**config.mk**
```make
export PLATFORM = sky130hd
export DESIGN_NAME = fan_config_regs_word_latch
export DESIGN_NICKNAME = d
export VERILOG_FILES = /design/src/rtl/fan_cfg_pkg.sv /design/src/rtl/pair_lookup.sv /design/src/rtl/word_latch.sv /design/src/rtl/fan_config_regs_word_latch.sv
export VERILOG_INCLUDE_DIRS = /design/src /design/src/rtl
export SDC_FILE = /design/constraint.sdc
export NUM_CORES = 1
export LEC_CHECK = 0
export ABC_AREA = 1
export BUFFER_PORTS_ARGS = -buffer_cell sky130_fd_sc_hd__buf_2
export CAP_MARGIN = 20
export CORE_AREA = 2 2 149 151
export DETAILED_ROUTE_END_ITERATION = 8
export DIE_AREA = 0 0 151 153
export PLACE_DENSITY = 0.81
export SYNTH_ARGS = -nofsm -noshare
export SYNTH_HDL_FRONTEND = slang
export SYNTH_SLANG_ARGS = --single-unit
```
**constraint.sdc**
```tcl
create_clock -name clk_sys -period 1.9 [get_ports clk_sys]
set_input_delay 0.095 -clock clk_sys [delete_from_list [all_inputs] [get_ports clk_sys]]
set_output_delay 0.095 -clock clk_sys [all_outputs]
set_load 0.02 [all_outputs]
```
**src/rtl/fan_cfg_defs.svh**
```systemverilog
`ifndef FAN_CFG_DEFS_SVH
`define FAN_CFG_DEFS_SVH
// register offsets
`define ADDR_CTRL_LOCK 8'h40
`define ADDR_Z2_RANGE 8'h60
`define ADDR_Z3_RANGE 8'h61
`define ADDR_MIN_OFF 8'h62
`define ADDR_Z23_SMOOTH 8'h63
`define ADDR_F1_PWM_MIN 8'h64
`define ADDR_F2_PWM_MIN 8'h65
`define ADDR_F3_PWM_MIN 8'h66
`define ADDR_Z1_FAN_LIM 8'h67
`define ADDR_Z2_FAN_LIM 8'h68
`define ADDR_Z3_FAN_LIM 8'h69
`define ADDR_Z1_ABS_LIM 8'h6A
`define ADDR_Z2_ABS_LIM 8'h6B
`define ADDR_Z3_ABS_LIM 8'h6C
`define ADDR_Z12_HYST 8'h6D
`define ADDR_Z34_HYST 8'h6E
`define ADDR_PARITY_EN 8'h6F
`define ADDR_SPINUP 8'h75
// reset values
`define RST_RANGE 8'hC3
`define RST_ZERO 8'h00
`define RST_PWM_MIN 8'h80
`define RST_FAN_LIM 8'h5A
`define RST_ABS_LIM 8'h64
`define RST_HYST 8'h44
// writable bit masks (reserved bits zero)
`define MASK_ALL 8'hFF
`define MASK_MIN_OFF 8'hEF
`define MASK_PARITY_EN 8'h01
`define MASK_SPINUP 8'hF7
`define MASK_CTRL 8'h3F
// control register fields
`define CTRL_LOCK_BIT 1
`define CTRL_ALWAYS_WR 8'h09
// number of latched pairs
`define NUM_PAIRS 13
`endif

```
**src/rtl/fan_cfg_pkg.sv**
```systemverilog
package fan_cfg_pkg;
  typedef struct packed {
    logic wr;
    logic rd;
    logic [7:0] addr;
    logic [7:0] wdata;
  } reg_req_t;
  typedef struct packed {
    logic [7:0] hi;
    logic [7:0] lo;
  } meas_word_t;
endpackage

```
**src/rtl/pair_lookup.sv**
```systemverilog
`timescale 1ns/100ps
`include "fan_cfg_defs.svh"
// maps an address to its measurement pair and byte side
module pair_lookup (
  // query
  input wire logic [7:0] addr,
  // result
  output logic hit,
  output logic is_hi,
  output logic [3:0] index
);
  always_comb begin
    hit = 1'b1;
    is_hi = 1'b1;
    index = 4'h0;
    case (addr)
      8'h25: index = 4'h0;
      8'h10: begin index = 4'h0; is_hi = 1'b0; end
      8'h26: index = 4'h1;
      8'h15: begin index = 4'h1; is_hi = 1'b0; end
      8'h27: index = 4'h2;
      8'h16: begin index = 4'h2; is_hi = 1'b0; end
      8'h33: index = 4'h3;
      8'h17: begin index = 4'h3; is_hi = 1'b0; end
      8'h20: index = 4'h4;
      8'h13: begin index = 4'h4; is_hi = 1'b0; end
      8'h21: index = 4'h5;
      8'h18: begin index = 4'h5; is_hi = 1'b0; end
      8'h22: index = 4'h6;
      8'h11: begin index = 4'h6; is_hi = 1'b0; end
      8'h23: index = 4'h7;
      8'h12: begin index = 4'h7; is_hi = 1'b0; end
      8'h24: index = 4'h8;
      8'h14: begin index = 4'h8; is_hi = 1'b0; end
      8'h29: index = 4'h9;
      8'h28: begin index = 4'h9; is_hi = 1'b0; end
      8'h2B: index = 4'hA;
      8'h2A: begin index = 4'hA; is_hi = 1'b0; end
      8'h2D: index = 4'hB;
      8'h2C: begin index = 4'hB; is_hi = 1'b0; end
      8'h2F: index = 4'hC;
      8'h2E: begin index = 4'hC; is_hi = 1'b0; end
      default: begin
        hit = 1'b0;
        is_hi = 1'b0;
      end
    endcase
  end
endmodule

```
**src/rtl/word_latch.sv**
```systemverilog
`timescale 1ns/100ps
`include "fan_cfg_defs.svh"
// coherent two-byte read holding latch
module word_latch (
  // clock and reset
  input wire logic clk_sys,
  input wire logic arst_n,
  // access from the register port
  input wire logic acc,
  input wire logic rd,
  input wire logic [7:0] addr,
  // live measurement words
  input wire fan_cfg_pkg::meas_word_t live [`NUM_PAIRS],
  // read data and state
  output logic hit,
  output logic [7:0] rdata,
  output logic held
);
  logic is_hi;
  logic [3:0] index;
  logic [7:0] hold_byte;
  logic [7:0] next_hold_byte;
  logic [7:0] hold_addr;
  logic [7:0] next_hold_addr;
  logic next_held;
  logic [7:0] other_byte;
  fan_cfg_pkg::meas_word_t cur;

  pair_lookup u_lookup (
    .addr(addr),
    .hit(hit),
    .is_hi(is_hi),
    .index(index)
  );

  // partner byte as seen live, for the coherence check
  assign other_byte = is_hi ? cur.lo : cur.hi;

  always_comb begin
    cur = (hit && index < 4'(`NUM_PAIRS)) ? live[index] : '0;
    rdata = 8'h00;
    next_held = held;
    next_hold_byte = hold_byte;
    next_hold_addr = hold_addr;
    if (held && addr == hold_addr) begin
      rdata = hold_byte;
    end else if (hit) begin
      rdata = is_hi ? cur.hi : cur.lo;
    end
    if (acc) begin
      next_held = 1'b0;
      if (rd && hit && !(held && addr == hold_addr)) begin
        next_held = 1'b1;
        next_hold_byte = is_hi ? cur.lo : cur.hi;
        next_hold_addr = partner(addr);
      end
    end
  end

  // partner address of a paired byte
  function automatic logic [7:0] partner(input logic [7:0] a);
    case (a)
      8'h25: partner = 8'h10; 8'h10: partner = 8'h25;
      8'h26: partner = 8'h15; 8'h15: partner = 8'h26;
      8'h27: partner = 8'h16; 8'h16: partner = 8'h27;
      8'h33: partner = 8'h17; 8'h17: partner = 8'h33;
      8'h20: partner = 8'h13; 8'h13: partner = 8'h20;
      8'h21: partner = 8'h18; 8'h18: partner = 8'h21;
      8'h22: partner = 8'h11; 8'h11: partner = 8'h22;
      8'h23: partner = 8'h12; 8'h12: partner = 8'h23;
      8'h24: partner = 8'h14; 8'h14: partner = 8'h24;
      8'h29: partner = 8'h28; 8'h28: partner = 8'h29;
      8'h2B: partner = 8'h2A; 8'h2A: partner = 8'h2B;
      8'h2D: partner = 8'h2C; 8'h2C: partner = 8'h2D;
      8'h2F: partner = 8'h2E; 8'h2E: partner = 8'h2F;
      default: partner = 8'h00;
    endcase
  endfunction

  always_ff @(posedge clk_sys or negedge arst_n) begin
    if (!arst_n) begin
      held <= 1'b0;
      hold_byte <= 8'h00;
      hold_addr <= 8'h00;
    end else begin
      held <= next_held;
      hold_byte <= next_hold_byte;
      hold_addr <= next_hold_addr;
    end
  end
endmodule

```
**src/rtl/fan_config_regs_word_latch.sv**
```systemverilog
`timescale 1ns/100ps
`include "fan_cfg_defs.svh"
module fan_config_regs_word_latch (
  // clock and reset
  input wire logic clk_sys,
  input wire logic arst_n,
  // register access from the serial interface
  input wire fan_cfg_pkg::reg_req_t req,
  // live measurements
  input wire fan_cfg_pkg::meas_word_t live [`NUM_PAIRS],
  // read answer
  output logic [7:0] rdata,
  output logic rhit,
  // configuration out
  output logic [7:0] ctrl,
  output logic [7:0] cfg [18]
);
  logic [7:0] regs [18];
  logic [7:0] next_regs [18];
  logic [7:0] next_ctrl;
  logic [7:0] next_rdata;
  logic next_rhit;
  logic locked;
  logic lat_hit;
  logic [7:0] lat_rdata;
  logic lat_held;
  logic acc;
  logic cfg_change;

  localparam logic [7:0] OFFS [18] = '{`ADDR_Z2_RANGE, `ADDR_Z3_RANGE, `ADDR_MIN_OFF, `ADDR_Z23_SMOOTH,
    `ADDR_F1_PWM_MIN, `ADDR_F2_PWM_MIN, `ADDR_F3_PWM_MIN, `ADDR_Z1_FAN_LIM, `ADDR_Z2_FAN_LIM,
    `ADDR_Z3_FAN_LIM, `ADDR_Z1_ABS_LIM, `ADDR_Z2_ABS_LIM, `ADDR_Z3_ABS_LIM, `ADDR_Z12_HYST,
    `ADDR_Z34_HYST, `ADDR_PARITY_EN, `ADDR_SPINUP, 8'h00};
  localparam logic [7:0] RSTS [18] = '{`RST_RANGE, `RST_RANGE, `RST_ZERO, `RST_ZERO, `RST_PWM_MIN,
    `RST_PWM_MIN, `RST_PWM_MIN, `RST_FAN_LIM, `RST_FAN_LIM, `RST_FAN_LIM, `RST_ABS_LIM, `RST_ABS_LIM,
    `RST_ABS_LIM, `RST_HYST, `RST_HYST, `RST_ZERO, `RST_ZERO, `RST_ZERO};

  // writable mask per slot; slot 17 is unused
  function automatic logic [7:0] wmask(input int i);
    case (i)
      2: wmask = `MASK_MIN_OFF;
      15: wmask = `MASK_PARITY_EN;
      16: wmask = `MASK_SPINUP;
      17: wmask = 8'h00;
      default: wmask = `MASK_ALL;
    endcase
  endfunction

  // true for any lockable configuration offset
  function automatic logic is_cfg_addr(input logic [7:0] a);
    is_cfg_addr = 1'b0;
    for (int i = 0; i < 17; i++) begin
      if (a == OFFS[i]) begin
        is_cfg_addr = 1'b1;
      end
    end
  endfunction

  assign locked = ctrl[`CTRL_LOCK_BIT];
  assign acc = req.wr | req.rd;

  word_latch u_latch (
    .clk_sys(clk_sys),
    .arst_n(arst_n),
    .acc(acc),
    .rd(req.rd),
    .addr(req.addr),
    .live(live),
    .hit(lat_hit),
    .rdata(lat_rdata),
    .held(lat_held)
  );

  always_comb begin
    next_ctrl = ctrl;
    next_rdata = rdata;
    next_rhit = 1'b0;
    for (int i = 0; i < 18; i++) begin
      next_regs[i] = regs[i];
    end
    if (req.wr && req.addr == `ADDR_CTRL_LOCK) begin
      // lock leaves bits 0 and 3
      if (locked) begin
        next_ctrl = (ctrl & ~`CTRL_ALWAYS_WR) | (req.wdata & `CTRL_ALWAYS_WR);
      end else begin
        next_ctrl = req.wdata & `MASK_CTRL;
      end
    end
    if (req.wr && !locked) begin
      for (int i = 0; i < 17; i++) begin
        if (req.addr == OFFS[i]) begin
          next_regs[i] = req.wdata & wmask(i);
        end
      end
    end
    if (req.rd) begin
      next_rdata = 8'h00;
      next_rhit = 1'b0;
      if (lat_hit) begin
        next_rdata = lat_rdata;
        next_rhit = 1'b1;
      end else if (req.addr == `ADDR_CTRL_LOCK) begin
        next_rdata = ctrl;
        next_rhit = 1'b1;
      end else begin
        for (int i = 0; i < 17; i++) begin
          if (req.addr == OFFS[i]) begin
            next_rdata = regs[i];
            next_rhit = 1'b1;
          end
        end
      end
    end
  end

  always_ff @(posedge clk_sys or negedge arst_n) begin
    if (!arst_n) begin
      ctrl <= `RST_ZERO;
      rdata <= 8'h00;
      rhit <= 1'b0;
      for (int i = 0; i < 18; i++) begin
        regs[i] <= RSTS[i];
      end
    end else begin
      ctrl <= next_ctrl;
      rdata <= next_rdata;
      rhit <= next_rhit;
      for (int i = 0; i < 18; i++) begin
        regs[i] <= next_regs[i];
      end
    end
  end

  always_ff @(posedge clk_sys or negedge arst_n) begin
    if (!arst_n) begin
      for (int i = 0; i < 18; i++) begin
        cfg[i] <= RSTS[i];
      end
    end else begin
      for (int i = 0; i < 18; i++) begin
        cfg[i] <= next_regs[i];
      end
    end
  end

  // any slot about to move, for the lock check
  always_comb begin
    cfg_change = 1'b0;
    for (int i = 0; i < 18; i++) begin
      if (next_regs[i] != regs[i]) begin
        cfg_change = 1'b1;
      end
    end
  end
endmodule

```
* Word level (Yosys, flattened, before mapping)
Memory sizes are Yosys's and may differ from the RTL's. A register that Yosys moved wholly into a read port is not among the register bits.
Cells that the tools add are included.
** Operators by class
- $add $sub $neg :: 0
- Reduce and logical (&&, ||, !) cells :: 42
- Muxes and demuxes :: 86
- Equal/unequal tests :: 45
- Div/mod/pow operators :: 0
- Multiply operators :: 0
- Bitwise logic cells :: 20
- Shift operators :: 0
- Magnitude comparators :: 2
** Operators by type and width (count)
- 2-to-1 mux 8 bit :: 58
- == test 8 x 7 -> 1 bit (second input constant) :: 18
- AND 8 bit :: 17
- == test 8 x 6 -> 1 bit (second input constant) :: 17
- == test 8 x 5 -> 1 bit (second input constant) :: 9
- binary-select mux 16 bit (select 4 bit) :: 1
- 2-to-1 mux 16 bit :: 3
- case mux 4 bit (12 select lines) :: 1
- AND reduction 2 bit :: 18
- OR reduction 26 bit :: 1
- OR reduction 2 bit :: 12
- 2-to-1 mux 1 bit :: 23
- OR reduction 13 bit :: 1
- == test 8 bit :: 1
- bitwise OR 8 x 4 -> 8 bit :: 1
- logical AND 1 bit :: 6
- >= comparator 5 bit (second input constant) :: 1
- inverter 4 -> 5 bit :: 1
- < comparator 4 bit (second input constant) :: 1
- zero test 1 bit :: 3
- zero test 2 bit :: 1
- bitwise OR 1 bit :: 1
** Word-level totals
- Flip-flop bits (word level) :: 170
- Output and inout bits :: 161
- RAM bits :: 0
- Memories kept :: 1
- ROM bits :: 384
- Latch bits :: 0
- Input port bits :: 228
- Logic and storage cells :: 219
** Memories
- (no name shown) :: depth 64, width 6, read ports 1, clocked after Yosys merged registers in 1, wr ports 0, line word_latch.sv:62 : case (a)

* Longest topological paths before layout
- Depth in word-level cells :: 21
- Gate-level depth with buffers :: 27
- Mapped depth without buffers :: 27

* By module
From an unflattened synthesis, not the netlist that was laid out.
** Unflattened totals
- Cell total of the unflattened synthesis :: 1641
- Area, all modules :: 10719.0 sq um
** By module, submodules not included
- fan_config_regs_word_latch :: times used 1, cells an instance 837, sequential area each 3598.5 sq um, area an instance 6710.2 sq um
- word_latch :: times used 1, cells an instance 687, sequential area each 375.4 sq um, area an instance 3504.6 sq um
- pair_lookup :: times used 1, cells an instance 117, sequential area each 0.0 sq um, area an instance 504.2 sq um

* Worst setup path before layout
OpenSTA, ideal clock, no wires.
- Kind :: input to register
- From :: input req[9] (netlist name)
- To :: register rdata[6]
- Setup slack :: -226 ps
- Cell stages on the path :: 21
- Setup time :: 119 ps
- Data required time :: 1781 ps
- Arrival :: 2007 ps
- Path through :: inv_1 > ha_1 > inv_1 > a21oi_1 > nand2_2 > nand2_2 > inv_2 > nand3_4 > inv_2 > buf_6 > buf_6 > nor2_1 > a21oi_1 > o211ai_1 > nand3_1 > nand2_1 > nand2_1 > nand2_1 > a21oi_1 > a21oi_1 > nand2_1
** Between the ends
- Cells in the longest elaborated chain, start to end :: 20
- Elaborated cells between the ends (all ways) :: 91
- Classes of those cells :: order compare (1); eq/ne (45); mux (28); bitwise (1); reduce/logical (16)
** RTL lines
- start: declaration :: line fan_config_regs_word_latch.sv:8 : input wire fan_cfg_pkg::reg_req_t req,
- == test 8 x 7 -> 1 bit :: line fan_config_regs_word_latch.sv:107 : if (req.addr == OFFS[i]) begin
- 2-to-1 mux 8 bit (17 in a row) :: line fan_config_regs_word_latch.sv:107
- 2-to-1 mux 8 bit :: line fan_config_regs_word_latch.sv:102 : end else if (req.addr == `ADDR_CTRL_LOCK) begin
- 2-to-1 mux 8 bit * :: line fan_config_regs_word_latch.sv:99 : if (lat_hit) begin
- end signal: assignment :: line fan_config_regs_word_latch.sv:126 : rdata <= next_rdata;
- end: declaration :: line fan_config_regs_word_latch.sv:12 : output logic [7:0] rdata,
Every way passes the cells marked *; elsewhere a longest branch is shown, timed or not. The select of a mux whose other input is x is not followed.
A chain may end at the register's enable or synchronous reset.

* Final worst setup path
- From :: input req[9] (netlist name)
- To :: register rdata[1]
The elaborated chain is that of the path after synthesis.

==> impl_metrics.toml <==
[power]
ir_worst_vdd_v = 0.0007233
total_power_uw = 9380
power_leakage_uw = 0.008936
pwr_density_cell_nw_per_um2 = 566.9

[synthesis]
synth-edff-count = 0
synthTopCellsByArea = "dfrtp_1 (28%), nand2_1 (23%), nand3_1 (9.5%), dfstp_2 (8.7%), o21ai_0 (7.7%)"
netlist_instances = 1649
synth_area_per_cell_sq_um = 6.557
synth-compound-area-share = 0.1323
synth_flop_cell = "dfrtp_1"
yosys.area_share.adder = 0.008100
synth-seq-cells = 157
muxShareOfSynthArea = 0
synthTopCellsByCount = "nand2_1 (650), nand3_1 (205), o21ai_0 (167)"
syn_area_sq_um = 10810
synth_top_area_frac = 0.2800
async_flop_share = 1.000
synth_top_family_by_area = "simple AND/OR/NAND/NOR gates"
synth-xor-area-share = 0.002430
synth_top_area_cell = "dfrtp_1"
yosysWarningCount = 0
yosysUniqueCellTypes = 49
yosys.area_share.simple = 0.3905
ys_seq_area_frac = 0.3675
yosysMostFrequentCell = "nand2_1"

[floorplan]
io_pins = 389
die_h_um = 153
dieWidth_um = 151
dieArea_sq_um = 23100
core_sq_um = 21490
start_util = 0.5033
num_rows = 54

[hold_path]
hold_depth = 3
hold_class = "in2reg"

[detailed_routing]
vias = 13800
avgViaCountPerCell = 5.536
drtAntennaViolNets = 0
drc_errors = 0
postRouteWirelength_um = 45470
wl_per_cell_um = 18.24
drt_pass1_iterations = 6
drt_iter0_markers = 999

[placement]
dp_cells = 2405
io_buffers = 369
gp_congestion = 0.9354
hpwlAfterDp_um = 31240

[clock_tree]
htree_levels = 4
cts_tree = "yes"
clock-sinks = 157
clk_pin_slew_ns = 0.07
clock_latency_ns = 0.45
cts_buffers = 17
cts_root_buffer = "clkbuf_16"
clockBufferDepth = 2

[final_layout]
nFillCells = 1610
nets = 2430
area_delta_synth_final_pct = 53.02
drive_above_1_share = 0.4121
stdcell_count = 2493

[timing]
relSlewSlack = 0.4352
finalHoldViolations = 0
layout_setup_ws_ns = -0.2783
drv_slew = 0
tns_ns = -2.398
tightest_slew_ns = 0.8462
fmax_ghz = 0.4591
layout_min_cycle_time_ns = 2.178
rsz0062_at_grt = "true"
whs_ns = 0.06696
finClkSkew_ns = 0.01659
setup_violations = 16
period_share = 1.146

[critical_path]
crit_path_start = "req[9]"
regToRegStartpoint = "cfg[128]"
path_max_fanout = 6
r2r_slack_ns = -0.10
ff2ff_path_depth = 18
critPathRequiredTime_ns = 2.23
critPathCapture = "rdata[1]"
start_kind = "primary input"
cp.arrival_ns = 2.51
worst-setup-path-type = "in2reg"
worstSetupEndpointType = "flop"
r2r_end = "rdata[0]"

[flow_run]
maxCapViolations = 0

[status]
status = "complete, but fails checks"
violations = "negative setup slack"

[grt]
grt-ovfl-total = 0
grt_use_total = 0.3736
antenna_found_initial = 6
grt_max_degree = 48
grt_pass1_vias = 13030
grt_pass1_wl_um = 66880
==> metrics by stage <==
step                      utilization  instance area [sq um]  setup slack (ns)
final                          0.7701                  16550           -0.2783
after global routing           0.7697                  16540           -0.3941
after CTS                      0.7299                  15680           -0.1720
after detailed placement       0.6676                  14340           -0.7800
after global placement         0.6676                  14340           -0.7915
after floorplan                     -                  11020           -0.1401
==> power breakdown <==
part           total [uW]  switching (uW)  internal, uW
clock network        3340            1580          1760
logic                2260            1310           950
registers            3780             183          3600
total                9380            3070          6310
==> sequential cells by signal, indices dropped and copies added (netlist names) <==
name / cells
u_latch.held: 1
u_latch.hold_byte: 8
rdata: 8
u_latch.hold_addr: 6
ctrl: 6
cfg: 127
rhit: 1
==> worst min-delay path by stage <==
stage | start | end | slack (ns)
after global routing | req[16] | u_latch.held | 0.08
after CTS | req[16] | u_latch.held | 0.07
after detailed placement | arst_n | cfg[74] | 0.04
final | req[16] | u_latch.held | 0.07
after floorplan | arst_n | cfg[100] | -0.20
after global placement | arst_n | cfg[71] | 0.04
==> what timing repair did <==
item	CTS	global route
hold buffers	2	0
buffers inserted	15	18
endpoints found under the hold margin	115	0
gates resized for setup	103	127
pin swaps	31	45
cloned	9	7
endpoints found under the setup margin	18	23
==> cell usage in the layout (no fill, tap or decap), types with 5 or more instances in the layout <==
cell type	n
o21ai_1	9
nand2_2	30
or2_2	17
inv_1	90
conb_1	19
dfstp_2	36
dfrtp_1	121
nor2_2	8
inv_6	5
nand3_1	131
a21oi_1	26
o21ai_0	162
nand2_4	16
a31oi_1	9
nor4_1	5
nor2_1	55
inv_2	13
nand3_2	73
buf_12	28
buf_6	18
diode_2	5
o21ai_2	5
nand2_1	616
buf_16	8
buf_2	364
clkbuf_16	23
nor2_4	19
nand4_1	17
inv_4	12
buf_4	183
a21oi_2	14
==> kinds of logic after synthesis <==
kind of cell,Yosys count
AOI/OAI and AO/OA,259
xor gates and xnor gates,3
adders and majority gates,7
buffers and inverters,227
DFF,157
other,1
and+or+nand+nor,995
==> metal layers <==
metal | vias to the layer above | track usage | part of all wire
met2 | 774 | 0.6437 | 0.49
li1 | 6426 | - | -
met3 | 188 | 0.09254 | 0.094
met4 | 4 | 0.2181 | 0.062
met5 | - | 0 | 0.00066
met1 | 6410 | 0.4148 | 0.35
==> layout make-up <==
cell class,count,area (sq um),area share
tap,280,350.3,0.02117
antenna,5,12.51,0.0007562
clock buffer,19,442.9,0.02677
inverter,121,495.5,0.02995
multi-input combinational,1283,6699,0.4049
sequential,157,3974,0.2402
timing repair buffer,615,4449,0.2689
clock inverter,13,122.6,0.007411
==> critical path, stage by stage <==
cell        delay, ns
buf_8            0.09
clkinvlp_4       0.13
ha_4             0.22
inv_4            0.09
nor2_4           0.05
nand2_2          0.08
nand2_2          0.07
nor2_4           0.15
nand3_4          0.18
buf_12           0.20
clkbuf_16        0.15
nand2_1          0.07
nand3_2          0.17
nand3_2          0.14
nand3_2          0.11
nand3_2          0.07
nand2_1          0.07
a21boi_2         0.14
o21ai_1          0.07
nor2_1           0.11
nor2_1           0.05
Note: power is estimated with default switching activity, not from simulation.
